### src/ilc_defs.svh
// Operation
// - Thirteen sources, four levels, one global enable
// - External pins edge or level per bit
// - Edge mode: high then low sample sets
// - Edge flag cleared on vectored entry
// - Level flag follows pin, never auto-cleared
// - Timer overflow flags cleared when serviced
// - Serial done flags cleared by software only
// - Watchdog flag set on time-out, gated
// - Conversion-done flag held until software clears
// - Comparator toggle flags, software clear only
// - Two-wire flag needs port and global enable
// - Brake flag raises PWM request, software clear
// - Software may set or clear every flag; level-mode pin flags take only a one-clock set
// - Per-source enables plus global block
// - Sample, poll and resolve each machine cycle
// - Call only above current in-service level
// - Call on last cycle, not config writes
// - Pins sampled at C3, polled next cycle
// - Vectored call lasts four machine cycles
// - Worst response twelve machine cycles
// - Fixed vectors, fixed tie ranking, PWM lowest
// - Serial shares vector and enable, no wakeup
// - Conversion wakeup only with internal RC clock
`ifndef ILC_DEFS_SVH
`define ILC_DEFS_SVH

`define ILC_NSRC          13
`define ILC_NFLAG         14

// APB byte offsets
`define ILC_OFF_FLAG      12'h000
`define ILC_OFF_ENABLE    12'h004
`define ILC_OFF_PRIO_LO   12'h008
`define ILC_OFF_PRIO_HI   12'h00c
`define ILC_OFF_CTRL      12'h010
`define ILC_OFF_STATUS    12'h014

// Field positions
`define ILC_EA_BIT        15
`define ILC_CTRL_IT0      0
`define ILC_CTRL_IT1      1
`define ILC_CTRL_ADC_RC   2
`define ILC_TX_FLAG_BIT   13

// Source indices, index order is arbitration rank
`define ILC_SRC_EXT0      0
`define ILC_SRC_TMR0      5
`define ILC_SRC_EXT1      6
`define ILC_SRC_ADC       3
`define ILC_SRC_TMR1      9
`define ILC_SRC_SER       11

// Reset values
`define ILC_RST_FLAG      14'h0000
`define ILC_RST_EN        13'h0000
`define ILC_RST_PRIO      13'h0000
`define ILC_RST_CTRL      3'h0

// Timing
`define ILC_CLKS_PER_MC   4
`define ILC_C3_PHASE      2'h2
`define ILC_C4_PHASE      2'h3
`define ILC_CALL_MC       4
`define ILC_CALL_CLKS     (`ILC_CALL_MC * `ILC_CLKS_PER_MC)

// Wakeup capable sources; conversion bit gated at run time
`define ILC_WAKE_MASK     13'h05d7

// Vectors by source index
`define ILC_VEC_TABLE { 16'h0073, 16'h0023, 16'h0043, 16'h001b, \
   16'h0063, 16'h003b, 16'h0013, 16'h000b, 16'h0053, 16'h005b, \
   16'h0033, 16'h004b, 16'h0003 }

`endif

### src/ilc_pkg.sv
package ilc_pkg;
   typedef logic [1:0]  ilc_level_t;
   typedef logic [15:0] ilc_vector_t;
   typedef logic [3:0]  ilc_idx_t;
   typedef enum logic [0:0] {ILC_POLL, ILC_CALL} ilc_call_e;
endpackage

### src/ilc_ext_sampler.sv
`timescale 1ns/1ns
`include "ilc_defs.svh"
module ilc_ext_sampler
   import ilc_pkg::*;
(
   input  wire logic pclk,
   input  wire logic presetn,
   input  wire logic pin,
   input  wire logic c3_strobe,
   input  wire logic trigger_type,
   input  wire logic sw_we,
   input  wire logic sw_val,
   input  wire logic hw_ack,
   output logic      ext_request_flag
);
   typedef struct packed {
      logic smp;
      logic flag;
   } ilc_smp_s;

   ilc_smp_s q;
   ilc_smp_s d;

   always_comb
   begin
      d = q;
      if (c3_strobe)
      begin
         d.smp = pin;
      end
      if (trigger_type)
      begin
         if (sw_we)
         begin
            d.flag = sw_val;
         end
         else if (hw_ack)
         begin
            d.flag = 1'b0;
         end
         // high-then-low sets; set beats any clear
         if (c3_strobe && q.smp && !pin)
         begin
            d.flag = 1'b1;
         end
      end
      else
      begin
         d.flag = ~d.smp;
         if (sw_we && sw_val)
         begin
            d.flag = 1'b1;
         end
      end
   end

   always_ff @(posedge pclk or negedge presetn)
   begin
      if (!presetn)
      begin
         q <= '{smp: 1'b1, flag: 1'b0};
      end
      else
      begin
         q <= d;
      end
   end

   assign ext_request_flag = q.flag;
endmodule

### src/ilc_irq_ctrl.sv
// The register addresses and the APB interface to the registers were left to the implementer.
`timescale 1ns/1ns
`include "ilc_defs.svh"
module ilc_irq_ctrl
   import ilc_pkg::*;
(
   input  wire logic        pclk,
   input  wire logic        presetn,
   input  wire logic        psel,
   input  wire logic        penable,
   input  wire logic        pwrite,
   input  wire logic [11:0] paddr,
   input  wire logic [31:0] pwdata,
   output logic [31:0]      prdata,
   output logic             pready,
   output logic             pslverr,
   input  wire logic        ext_irq_pin0,
   input  wire logic        ext_irq_pin1,
   input  wire logic        bod_event,
   input  wire logic        twi_status_event,
   input  wire logic        conv_done_event,
   input  wire logic        wdog_timeout_event,
   input  wire logic        timer0_overflow_event,
   input  wire logic        keypad_event,
   input  wire logic        cmp1_toggle_event,
   input  wire logic        timer1_overflow_event,
   input  wire logic        cmp2_toggle_event,
   input  wire logic        uart_rx_done_event,
   input  wire logic        uart_tx_done_event,
   input  wire logic        brake_event,
   input  wire logic        core_last_cycle,
   input  wire logic        core_cfg_write,
   input  wire logic        core_reti,
   input  wire logic        power_down,
   output logic             hw_vector_call,
   output logic             call_busy,
   output ilc_vector_t      call_vector,
   output ilc_level_t       call_level,
   output logic [3:0]       in_service,
   output logic             wake_req
);
   localparam logic [13*16-1:0] VEC_TABLE = `ILC_VEC_TABLE;

   typedef struct packed {
      logic [1:0]  phase;
      logic [13:0] flag;
      logic [12:0] en;
      logic        ea;
      logic [12:0] plo;
      logic [12:0] phi;
      logic [2:0]  ctrl;
      logic [3:0]  insvc;
      logic [12:0] pend_smp;
      ilc_call_e   st;
      logic [4:0]  call_cnt;
      logic        call_pulse;
      ilc_vector_t vector;
      ilc_level_t  lvl;
      logic [31:0] rdata;
      logic        err;
   } ilc_main_s;

   ilc_main_s q;
   ilc_main_s d;

   logic        c3_strobe;
   logic        apb_wr;
   logic        apb_setup;
   logic        flag_we;
   logic [1:0]  ext_flag;
   logic [1:0]  ext_ack;
   logic [1:0]  ext_tt;
   logic [13:0] flag_view;
   logic [12:0] hw_set;
   logic [12:0] src_pend;
   logic [12:0] src_req;
   logic        win_valid;
   ilc_idx_t    win_idx;
   ilc_level_t  win_level;
   logic        addr_ok;
   logic        issue;

   // pins are sampled in the third clock of each machine cycle
   assign c3_strobe = (q.phase == `ILC_C3_PHASE);
   assign apb_wr    = psel && penable && pwrite;
   assign apb_setup = psel && !penable;
   assign flag_we   = apb_wr && (paddr == `ILC_OFF_FLAG);
   assign ext_tt    = {q.ctrl[`ILC_CTRL_IT1], q.ctrl[`ILC_CTRL_IT0]};

   // one sampler per external pin, each with its own trigger type
   genvar g;
   generate
      for (g = 0; g < 2; g++)
      begin : g_ext
         ilc_ext_sampler u_smp (
            .pclk             (pclk),
            .presetn          (presetn),
            .pin              (g == 0 ? ext_irq_pin0 : ext_irq_pin1),
            .c3_strobe        (c3_strobe),
            .trigger_type     (ext_tt[g]),
            .sw_we            (flag_we),
            .sw_val           (pwdata[g == 0 ? `ILC_SRC_EXT0
                                             : `ILC_SRC_EXT1]),
            .hw_ack           (ext_ack[g]),
            .ext_request_flag (ext_flag[g])
         );
      end
   endgenerate

   // Hardware event inputs lined up by source index
   always_comb
   begin
      hw_set = 13'h0000;
      hw_set[1]  = bod_event;
      hw_set[2]  = twi_status_event;
      hw_set[3]  = conv_done_event;
      hw_set[4]  = wdog_timeout_event;
      hw_set[5]  = timer0_overflow_event;
      hw_set[7]  = keypad_event;
      hw_set[8]  = cmp1_toggle_event;
      hw_set[9]  = timer1_overflow_event;
      hw_set[10] = cmp2_toggle_event;
      hw_set[11] = uart_rx_done_event;
      hw_set[12] = brake_event;
   end

   always_comb
   begin
      flag_view = q.flag;
      flag_view[`ILC_SRC_EXT0] = ext_flag[0];
      flag_view[`ILC_SRC_EXT1] = ext_flag[1];
   end

   // receive and transmit share one serial request
   always_comb
   begin
      src_pend = q.pend_smp;
   end

   // individual enables gated by the global enable
   // two-wire request also needs global enable
   assign src_req = src_pend & q.en & {13{q.ea}};

   ilc_prio_arb u_arb (
      .req            (src_req),
      .prio_low_bits  (q.plo),
      .prio_high_bits (q.phi),
      .insvc          (q.insvc),
      .win_valid      (win_valid),
      .win_idx        (win_idx),
      .win_level      (win_level)
   );

   // call only in the instruction's last cycle and not when it
   // rewrites enable or priority state
   assign issue = (q.st == ILC_POLL) && (q.phase == `ILC_C4_PHASE)
                  && win_valid && core_last_cycle && !core_cfg_write;

   // edge-mode pin flags acknowledged on entry
   assign ext_ack[0] = issue && (win_idx == 4'(`ILC_SRC_EXT0));
   assign ext_ack[1] = issue && (win_idx == 4'(`ILC_SRC_EXT1));

   always_comb
   begin
      unique case (paddr)
         `ILC_OFF_FLAG,
         `ILC_OFF_ENABLE,
         `ILC_OFF_PRIO_LO,
         `ILC_OFF_PRIO_HI,
         `ILC_OFF_CTRL,
         `ILC_OFF_STATUS: addr_ok = 1'b1;
         default:         addr_ok = 1'b0;
      endcase
   end

   always_comb
   begin
      d = q;
      d.phase      = q.phase + 2'h1;
      d.call_pulse = 1'b0;

      // flags are snapshot at the first clock and resolved
      // through the rest of the same machine cycle
      if (q.phase == 2'h0)
      begin
         d.pend_smp = flag_view[12:0];
         d.pend_smp[`ILC_SRC_SER] = flag_view[`ILC_SRC_SER]
                                    | flag_view[`ILC_TX_FLAG_BIT];
      end

      // software write sets or clears any flag; a level-mode pin flag only takes a set, for one clock, then follows its pin
      if (flag_we)
      begin
         d.flag = pwdata[13:0];
      end
      // timer flags cleared by the vectored entry
      if (issue && (win_idx == 4'(`ILC_SRC_TMR0)))
      begin
         d.flag[`ILC_SRC_TMR0] = 1'b0;
      end
      if (issue && (win_idx == 4'(`ILC_SRC_TMR1)))
      begin
         d.flag[`ILC_SRC_TMR1] = 1'b0;
      end
      // serial flags have no hardware clear; events win over clears
      d.flag[12:0] = d.flag[12:0] | hw_set;
      d.flag[`ILC_TX_FLAG_BIT] = d.flag[`ILC_TX_FLAG_BIT]
                                 | uart_tx_done_event;
      // External pin flags live in the samplers
      d.flag[`ILC_SRC_EXT0] = 1'b0;
      d.flag[`ILC_SRC_EXT1] = 1'b0;

      if (apb_wr)
      begin
         unique case (paddr)
            `ILC_OFF_ENABLE:
            begin
               d.en = pwdata[12:0];
               d.ea = pwdata[`ILC_EA_BIT];
            end
            `ILC_OFF_PRIO_LO: d.plo  = pwdata[12:0];
            `ILC_OFF_PRIO_HI: d.phi  = pwdata[12:0];
            `ILC_OFF_CTRL:    d.ctrl = pwdata[2:0];
            default:          d.err  = q.err;
         endcase
      end

      // Read data and error are latched in setup so that the access
      // phase completes with no wait state
      if (apb_setup)
      begin
         d.err   = !addr_ok;
         d.rdata = 32'h0000_0000;
         unique case (paddr)
            `ILC_OFF_FLAG:    d.rdata[13:0] = flag_view;
            `ILC_OFF_ENABLE:
            begin
               d.rdata[12:0] = q.en;
               d.rdata[`ILC_EA_BIT] = q.ea;
            end
            `ILC_OFF_PRIO_LO: d.rdata[12:0] = q.plo;
            `ILC_OFF_PRIO_HI: d.rdata[12:0] = q.phi;
            `ILC_OFF_CTRL:    d.rdata[2:0]  = q.ctrl;
            `ILC_OFF_STATUS:
            begin
               d.rdata[3:0]   = q.insvc;
               d.rdata[4]     = (q.st == ILC_CALL);
               d.rdata[31:16] = q.vector;
            end
            default:          d.rdata = 32'h0000_0000;
         endcase
      end

      // return drops the highest active level; a call in the same
      // cycle is applied after the return, so the called level stays set
      if (core_reti)
      begin
         if (q.insvc[3])
         begin
            d.insvc[3] = 1'b0;
         end
         else if (q.insvc[2])
         begin
            d.insvc[2] = 1'b0;
         end
         else if (q.insvc[1])
         begin
            d.insvc[1] = 1'b0;
         end
         else
         begin
            d.insvc[0] = 1'b0;
         end
      end

      unique case (q.st)
         ILC_POLL:
         begin
            if (issue)
            begin
               // vector chosen from the fixed table
               d.vector = VEC_TABLE[16*win_idx +: 16];
               d.lvl    = win_level;
               d.insvc[win_level] = 1'b1;
               d.call_pulse = 1'b1;
               d.st       = ILC_CALL;
               d.call_cnt = 5'(`ILC_CALL_CLKS - 1);
            end
         end
         ILC_CALL:
         begin
            // call occupies four machine cycles, then polling resumes
            // keeps total response inside twelve machine cycles
            if (q.call_cnt == 5'h00)
            begin
               d.st = ILC_POLL;
            end
            else
            begin
               d.call_cnt = q.call_cnt - 5'h01;
            end
         end
      endcase
   end

   always_ff @(posedge pclk or negedge presetn)
   begin
      if (!presetn)
      begin
         q.phase      <= 2'h0;
         q.flag       <= `ILC_RST_FLAG;
         q.en         <= `ILC_RST_EN;
         q.ea         <= 1'b0;
         q.plo        <= `ILC_RST_PRIO;
         q.phi        <= `ILC_RST_PRIO;
         q.ctrl       <= `ILC_RST_CTRL;
         q.insvc      <= 4'h0;
         q.pend_smp   <= 13'h0000;
         q.st         <= ILC_POLL;
         q.call_cnt   <= 5'h00;
         q.call_pulse <= 1'b0;
         q.vector     <= 16'h0000;
         q.lvl        <= 2'h0;
         q.rdata      <= 32'h0000_0000;
         q.err        <= 1'b0;
      end
      else
      begin
         q <= d;
      end
   end

   assign pready         = 1'b1;
   assign prdata         = q.rdata;
   assign pslverr        = q.err && psel && penable;
   assign hw_vector_call = q.call_pulse;
   assign call_busy      = (q.st == ILC_CALL);
   assign call_vector    = q.vector;
   assign call_level     = q.lvl;
   assign in_service     = q.insvc;

   // serial excluded from wakeup; conversion wakes only on RC
   logic [12:0] wake_mask;
   always_comb
   begin
      wake_mask = `ILC_WAKE_MASK;
      wake_mask[`ILC_SRC_ADC] = q.ctrl[`ILC_CTRL_ADC_RC];
   end
   assign wake_req = power_down && |(src_pend & q.en & wake_mask);
endmodule

### src/ilc_prio_arb.sv
`timescale 1ns/1ns
`include "ilc_defs.svh"
module ilc_prio_arb
   import ilc_pkg::*;
(
   input  wire logic [12:0] req,
   input  wire logic [12:0] prio_low_bits,
   input  wire logic [12:0] prio_high_bits,
   input  wire logic [3:0]  insvc,
   output logic             win_valid,
   output ilc_idx_t         win_idx,
   output ilc_level_t       win_level
);
   ilc_level_t lvl;
   logic [2:0] floor_lvl;

   always_comb
   begin
      floor_lvl = 3'h0;
      for (int l = 0; l < 4; l++)
      begin
         if (insvc[l])
         begin
            floor_lvl = 3'(l + 1);
         end
      end
      win_valid = 1'b0;
      win_idx   = 4'h0;
      win_level = 2'h0;
      lvl       = 2'h0;
      // lower index wins ties; scan from bottom rank
      for (int i = `ILC_NSRC - 1; i >= 0; i--)
      begin
         lvl = {prio_high_bits[i], prio_low_bits[i]};
         if (req[i] && ({1'b0, lvl} >= floor_lvl)
             && (!win_valid || lvl >= win_level))
         begin
            win_valid = 1'b1;
            win_idx   = 4'(i);
            win_level = lvl;
         end
      end
      if (win_valid && floor_lvl != 3'h0
          && {1'b0, win_level} < floor_lvl)
      begin
         win_valid = 1'b0;
      end
   end
endmodule
### config.mk
export PLATFORM = sky130hd
export DESIGN_NAME = ilc_irq_ctrl
export DESIGN_NICKNAME = d
export VERILOG_FILES = /design/src/ilc_pkg.sv /design/src/ilc_ext_sampler.sv /design/src/ilc_irq_ctrl.sv /design/src/ilc_prio_arb.sv
export VERILOG_INCLUDE_DIRS = /design/src
export SDC_FILE = /design/constraint.sdc
export NUM_CORES = 1
export LEC_CHECK = 0
export BUFFER_PORTS_ARGS = -buffer_cell sky130_fd_sc_hd__buf_2
export CORE_ASPECT_RATIO = 1.75
export CORE_MARGIN = 3
export CORE_UTILIZATION = 45
export DETAILED_ROUTE_END_ITERATION = 10
export PLACE_DENSITY = 0.66
export SYNTH_ARGS = -nofsm -noshare
export SYNTH_HDL_FRONTEND = slang
export SYNTH_SLANG_ARGS = --single-unit
export TNS_END_PERCENT = 1
### constraint.sdc
create_clock -name pclk -period 20.2 [get_ports pclk]
set_input_delay 3.03 -clock pclk [delete_from_list [all_inputs] [get_ports pclk]]
set_output_delay 3.03 -clock pclk [all_outputs]
set_load 0.03 [all_outputs]
==> After elaboration in Yosys (flattened, before gate mapping) <==
Index checks and enable logic that the tools add are counted.
{ "op_classes": {"n_shift": 1, "n_bitwise": 10, "eq_ne": 14, "muxes": 79, "n_addsub": 2, "reduce_logical": 91, "magnitude_cmp": 28} }
{ "op_table": {"columns": ["operator", "count"], "rows": [
  ["$shiftx 208x9->16 const A", 1],
  ["$mux 4", 16],
  ["$logic_and 1x1->1", 49],
  ["$ge 2x3->1", 13],
  ["$mux 1", 35],
  ["$pmux 8 s4", 1],
  ["$mux 2", 14],
  ["$and 13x13->13", 2],
  ["$mux 25", 1],
  ["$eq 12x4->1 const B", 2],
  ["$eq 12x5->1 const B", 2],
  ["$ge 2x2->1", 12],
  ["$mux 19", 1],
  ["$pmux 3 s6", 1],
  ["$logic_not 1->1", 17],
  ["$mux 16", 1],
  ["$mux 14", 1],
  ["$and 13x11->13", 1],
  ["$or 13x13->13", 1],
  ["$reduce_or 13->1", 1],
  ["$eq 12x3->1 const B", 1],
  ["$logic_not 12->1", 1],
  ["$logic_or 1x1->1", 12],
  ["$mux 3", 4],
  ["other kinds (23)", 35]
]} }
{ "totals": {"word_cells": 245, "inputBits": 67, "regBits": 135, "out_inout_bits": 59} }

==> Longest topological paths before layout <==
{ "logic_depth": {"word_depth": 66, "ltp_mapped": 101} }

==> Cells and area by module <==
Synthesis repeated with hierarchy kept, for this count alone.
{ "hier_totals": {"hier_cells": 760, "area_unflattened_um2": 7597.3} }
{ "modules_own_cells": {"columns": ["module", "area_per_inst_um2", "cells_each", "n_inst"], "rows": [
  ["ilc_irq_ctrl", 5627.9, 503, 1],
  ["ilc_prio_arb", 1769.2, 243, 1],
  ["ilc_ext_sampler", 100.1, 7, 2]
]} }

==> Worst setup path before layout <==
Ideal clock, no wire load.
{ "synth_timing": {"kind": "flip-flop to flip-flop", "from": "register in_service[2] (netlist name)", "to": "register q (netlist bit call_level[1])", "setup_time_ns": 0.128, "path_slack_ns": 2.349, "path_buffers": 1, "t_required_ns": 20.072, "path_stages_with_launch": 95, "t_arrival_ns": 17.723, "path_cell_list": "dfrtp_1 buf_2 o21ai_0 ha_1 o211ai_1 nor2_2 and2_1 ha_1 nand2b_1 a21o_1 nand3b_1 a32oi_1 inv_1 ha_1 nand2b_1 a21oi_1 a21o_1 mux2i_1 [59 not listed] o21ai_2 ha_1 nand2b_1 a21o_1 o21ai_1 o21ai_0 ha_1 nand2b_1 a21o_1 o21a_1 mux2_2 ha_1 or4_1 o21ai_0 inv_1 nand2_4 inv_4 mux2_1"} }
{ "synth_between": {"elab_chain_cells": 60} }
{ "synth_rtl": {"columns": ["element", "line_no", "rtl"], "rows": [
  ["$mux 3 (*) (2 in series)", "ilc_prio_arb.sv:22", "if (insvc[l])"],
  ["$ge 2x3->1", "ilc_prio_arb.sv:35", "if (req[i] && ({1'b0, lvl} >= floor_lvl)"],
  ["$logic_and 1x1->1", "ilc_prio_arb.sv:35", null],
  ["$mux 2 / $mux 1 (equally long branches)", "ilc_prio_arb.sv:35", null],
  ["$ge 2x2->1 / $logic_not 1->1 (equally long branches)", "ilc_prio_arb.sv:36", "&& (!win_valid || lvl >= win_level))"],
  ["$logic_or 1x1->1", "ilc_prio_arb.sv:36", null],
  ["$logic_and 1x1->1", "ilc_prio_arb.sv:36", null],
  ["$mux 2 / $mux 1 (equally long branches)", "ilc_prio_arb.sv:35", null],
  ["[42 not listed]", null, null],
  ["$logic_and 1x1->1", "ilc_prio_arb.sv:36", null],
  ["$mux 2 (*)", "ilc_prio_arb.sv:35", null],
  ["via u_arb.win_level[1]", "ilc_prio_arb.sv:12", "output ilc_level_t win_level"],
  ["$lt 2x3->1", "ilc_prio_arb.sv:44", "&& {1'b0, win_level} < floor_lvl)"],
  ["$logic_and 1x1->1", "ilc_prio_arb.sv:44", null],
  ["$mux 1", "ilc_prio_arb.sv:43", "if (win_valid && floor_lvl != 3'h0"],
  ["$logic_and 1x1->1 (3 in series)", "ilc_irq_ctrl.sv:156", "assign issue = (q.st == ILC_POLL) && (q.phase == `ILC_C4_PHASE)"],
  ["$reduce_and 2->1 (no line)", null, null],
  ["end: declaration", "ilc_irq_ctrl.sv:63", "ilc_main_s q;"]
]} }
The timed path passes the listed nets; every way through them passes the cells marked *.
A chain may end at the register's enable or synchronous reset.

==> Worst setup path after layout <==
{ "layout_timing": {"from": "register in_service[1] (netlist name)", "to": "register q (netlist bit call_vector[3])"} }
{ "layout_between": {"elab_chain_cells": 61} }
{ "layout_rtl": {"columns": ["element", "line_no"], "rows": [
  ["$mux 3 (*) (3 in series)", "ilc_prio_arb.sv:22"],
  ["$ge 2x3->1", "ilc_prio_arb.sv:35"],
  ["$logic_and 1x1->1", "ilc_prio_arb.sv:35"],
  ["$mux 2 / $mux 1 (equally long branches)", "ilc_prio_arb.sv:35"],
  ["$ge 2x2->1 / $logic_not 1->1 (equally long branches)", "ilc_prio_arb.sv:36"],
  ["$logic_or 1x1->1", "ilc_prio_arb.sv:36"],
  ["$logic_and 1x1->1", "ilc_prio_arb.sv:36"],
  ["$mux 2 / $mux 1 (equally long branches)", "ilc_prio_arb.sv:35"],
  ["[42 not listed]", null],
  ["$logic_and 1x1->1", "ilc_prio_arb.sv:36"],
  ["$mux 2 (*)", "ilc_prio_arb.sv:35"],
  ["via u_arb.win_level[1]", "ilc_prio_arb.sv:12"],
  ["$lt 2x3->1 (*)", "ilc_prio_arb.sv:44"],
  ["$logic_and 1x1->1 (*)", "ilc_prio_arb.sv:44"],
  ["$mux 1 (*)", "ilc_prio_arb.sv:43"],
  ["$logic_and 1x1->1 (*) (3 in series)", "ilc_irq_ctrl.sv:156"],
  ["$reduce_and 2->1 (no line) (*)", null]
]} }
Marks and branches as above.

==> impl_metrics.csv <==
group,metric,value,unit
clock_tree,tritoncts,"built",
route,routed_wl,21960,um
outcome,status,"completed",
power,p_leak,0.003883,uW
placed_design,place_hpwl,16310,um
die,rows,61,
clock_tree,hold_buffers,0,
route,antenna_left,0,
power,power,584.5,uW
setup_path,cpMaxStageDelayCell,"or4_1",
setup_path,worstPathRequired,20490,ps
setup_path,end_kind,"register",
synth,syn-cell-area,0.007510,mm2
sta,period_minus_slack,18820,ps
sta,clock_skew,11.50,ps
setup_path,crit_arrival,19110,ps
sta,rsz0062_at_grt,"false",
global_route,antenna_found_initial,0,
die,die_y,176.9,um
synth,synthFlopType,"dfrtp_1",
synth,ys_types,83,
global_route,grt_max_degree,63,
route,vias,6296,
synth,ys_warn_count,0,
synth,ys_seq_elements,114,
global_route,grt-ovfl-total,0,
placed_design,gp_congestion,0.9532,
synth,yosysTopAreaCell,"dfrtp_1",
die,dieArea,0.01834,mm2
sta,hold_violations,0,
layout,fin_nets,950,
die,ioPinCount,126,
clock_tree,cts_max_level,4,
layout,syn_to_final_growth,14.06,%
clock_tree,clk_latency,420,ps
clock_tree,cts_made_buffers,17,
run,cap_violations,0,
setup_path,crit_path_start_kind,"register",
power,powerDensity,68.23,mW/mm2
global_route,grt_pass1_wl,34820,um
synth,async_flop_share,1.000,
route,route.met3.wl,1061,um
setup_path,slowest_delay,490,ps
power,vdd_ir_drop_max,0.03966,mV
clock_tree,path_clk_slew,60,ps
sta,drv_slew,0,
synth,synth_top_area_frac,0.3732,
worst_hold_path,min_path_type,"reg2reg",
synth,synth_cells,784,
setup_path,critPathKind,"reg2reg",
sta,relSlewSlack,0.2310,
synth,synth-edff-count,0,
synth,synth.avg_cell_area,9.579,um2
setup_path,cp_max_fo,10,
clock_tree,cts_sinks,114,
placed_design,io_buffers,96,
sta,finalSetupViolations,0,
route,dr_wl_met2,11830,um
route,firstDrtPassIters,5,
setup_path,path_common_cell,"ha_1",
route,wire_per_inst,20.43,um
layout,drive_gt1_frac,0.2713,
sta,finalSetupTns,0,ps
die,coreArea,0.01610,mm2
clock_tree,cts_root_buffer,"clkbuf_16",
die,floorplan.initialDensity,0.4663,
sta,finalCritPeriodShare,0.9317,
clock_tree,cts_max_path_buffers,2,
clock_tree,post-cts-setup-buffers,0,
global_route,track_usage,0.2432,
layout,n_antenna_cell,0,
die,die_w,103.7,um
route,highest_layer,"met4",
sta,max_freq,53.13,MHz
route,wl_met1,8221,um
route,routed_via_density,5.857,
synth,netlist_top_cells_area,"dfrtp_1, mux2_2, ha_1",
synth,synth-seq-area-share,0.3802,
sta,max_slew.worst_pin.slew,1148,ps
global_route,grt_pass1_vias,6498,
route,drtIter0Drc,297,
route,drc_errors,0,
==> repair_timing <==
| action | CTS | global route |
|---|---|---|
| endpoints found under the setup margin | 0 | 22 |
| resized for setup | 0 | 9 |
| endpoints found under the hold margin | 0 | 0 |
==> area by class of cell <==
| class | count | area [um2] |
|---|---|---|
| Clock buffer | 19 | 452.9 |
| Clock inverter | 13 | 172.7 |
| Fill cell | 1559 | 7538 |
| Inverter | 37 | 141.4 |
| Multi-Input combinational cell | 563 | 4088 |
| Sequential cell | 114 | 2855 |
| Tap cell | 220 | 275.3 |
| Timing Repair Buffer | 109 | 580.6 |
==> power by group <==
| part | leakage [uW] | total (uW) | internal [uW] | switching [uW] |
|---|---|---|---|---|
| logic | 0.00221 | 30.7 | 8.43 | 22.2 |
| registers | 0.00137 | 234 | 232 | 2.01 |
| clock network | 0.000305 | 320 | 203 | 117 |
| total | 0.00388 | 584 | 443 | 141 |
==> cell families (layout without fill, tap and decap cells) <==
group	Yosys count	in the layout	synth area share
buffers and inverters	117	178	0.08814
DFF	114	114	0.3802
and+or+nand+nor	236	236	0.1593
adders and majority gates	42	42	0.06964
xor gates and xnor gates	3	3	0.003499
muxes	61	61	0.09080
other	2	12	0.001000
AOI/OAI and AO/OA	209	209	0.2074
==> layer usage <==
layer,GRT usage,up-vias
li1,-,2938
met1,0.2605,3077
met2,0.4604,228
met3,0.03834,53
met4,0.1220,0
met5,0,-
==> Yosys cell counts, types with 7 or more instances <==
library cell,number
nand2_1,75
nor2b_1,16
ha_1,41
a21oi_1,19
mux2_2,47
nand4_1,8
mux2i_1,7
nand2b_1,17
a22oi_1,21
o21ai_0,44
nand3_1,11
clkbuf_1,20
o211ai_1,8
a21o_1,11
buf_4,56
nor4_1,9
a221oi_1,8
nor2_1,43
a31oi_1,12
nor3_1,14
inv_1,36
dfrtp_1,112
and2_1,11
o31ai_1,8
a211o_1,14
==> worst paths after layout <==
kind,startpoint,to,slack [ps],cells after the start
min,prdata[13],prdata[13],460,2
max reg2reg,in_service[1],call_vector[3],1380,96
max in group asynchronous,presetn,q[109],16260,2
max,in_service[1],call_vector[3],1380,96
min in group asynchronous,presetn,prdata[10],2660,1
min reg2reg,prdata[13],prdata[13],460,2
==> stage by stage <==
step	setup slack [ps]	area (um2)	utilization	hold slack [ps]	std cells
global route	25.33	8566	0.5319	500.3	1075
CTS	757.0	8526	0.5294	471.0	1075
finish	1379	8566	0.5319	464.5	1075
detailed placement	886.6	7900	0.4906	459.5	1043
floorplan	2349	7547	-	433.8	794
global placement	938.7	7900	0.4906	445.6	1043
==> cell usage in the layout, fill, tap and decap left out, drive strengths merged, types with 5 or more instances in the layout <==
| cell type | n |
|---|---|
| dfrtp | 112 |
| buf | 109 |
| nand2 | 76 |
| mux2 | 54 |
| o21ai | 51 |
| nor2 | 45 |
| ha | 41 |
| inv | 41 |
| a22oi | 21 |
| a21oi | 20 |
| clkbuf | 19 |
| nand2b | 18 |
| nor3 | 17 |
| nor2b | 17 |
| a211o | 14 |
| a31oi | 13 |
| conb | 12 |
| and2 | 12 |
| o31ai | 12 |
| nand3 | 11 |
| a21o | 11 |
| o211ai | 9 |
| nor4 | 9 |
| nand4 | 8 |
| a221oi | 8 |
| mux2i | 7 |
| and3 | 6 |
| o31a | 6 |
| or2 | 6 |
| a211oi | 5 |
| clkinv | 5 |
==> critical path, delay by kind of cell, from the launching register on <==
kind	cells	cell delay, ps
mux	6	1990
compound gates	35	6980
fa+ha+maj	14	3780
flops	1	480
simple gates	34	4740
buf+inv	7	730
==> sequential cells by signal, summed over array words and instances (netlist names) <==
signal and cells:
ext_tt 2, call_busy 1, call_vector 5, g_ext.u_smp.ext_request_flag 2, flag_view 12, q 49, in_service 4, g_ext.u_smp.q 2
hw_vector_call 1, prdata 21, call_level 2, src_pend 13
Note: power is estimated with default switching activity, not from simulation.
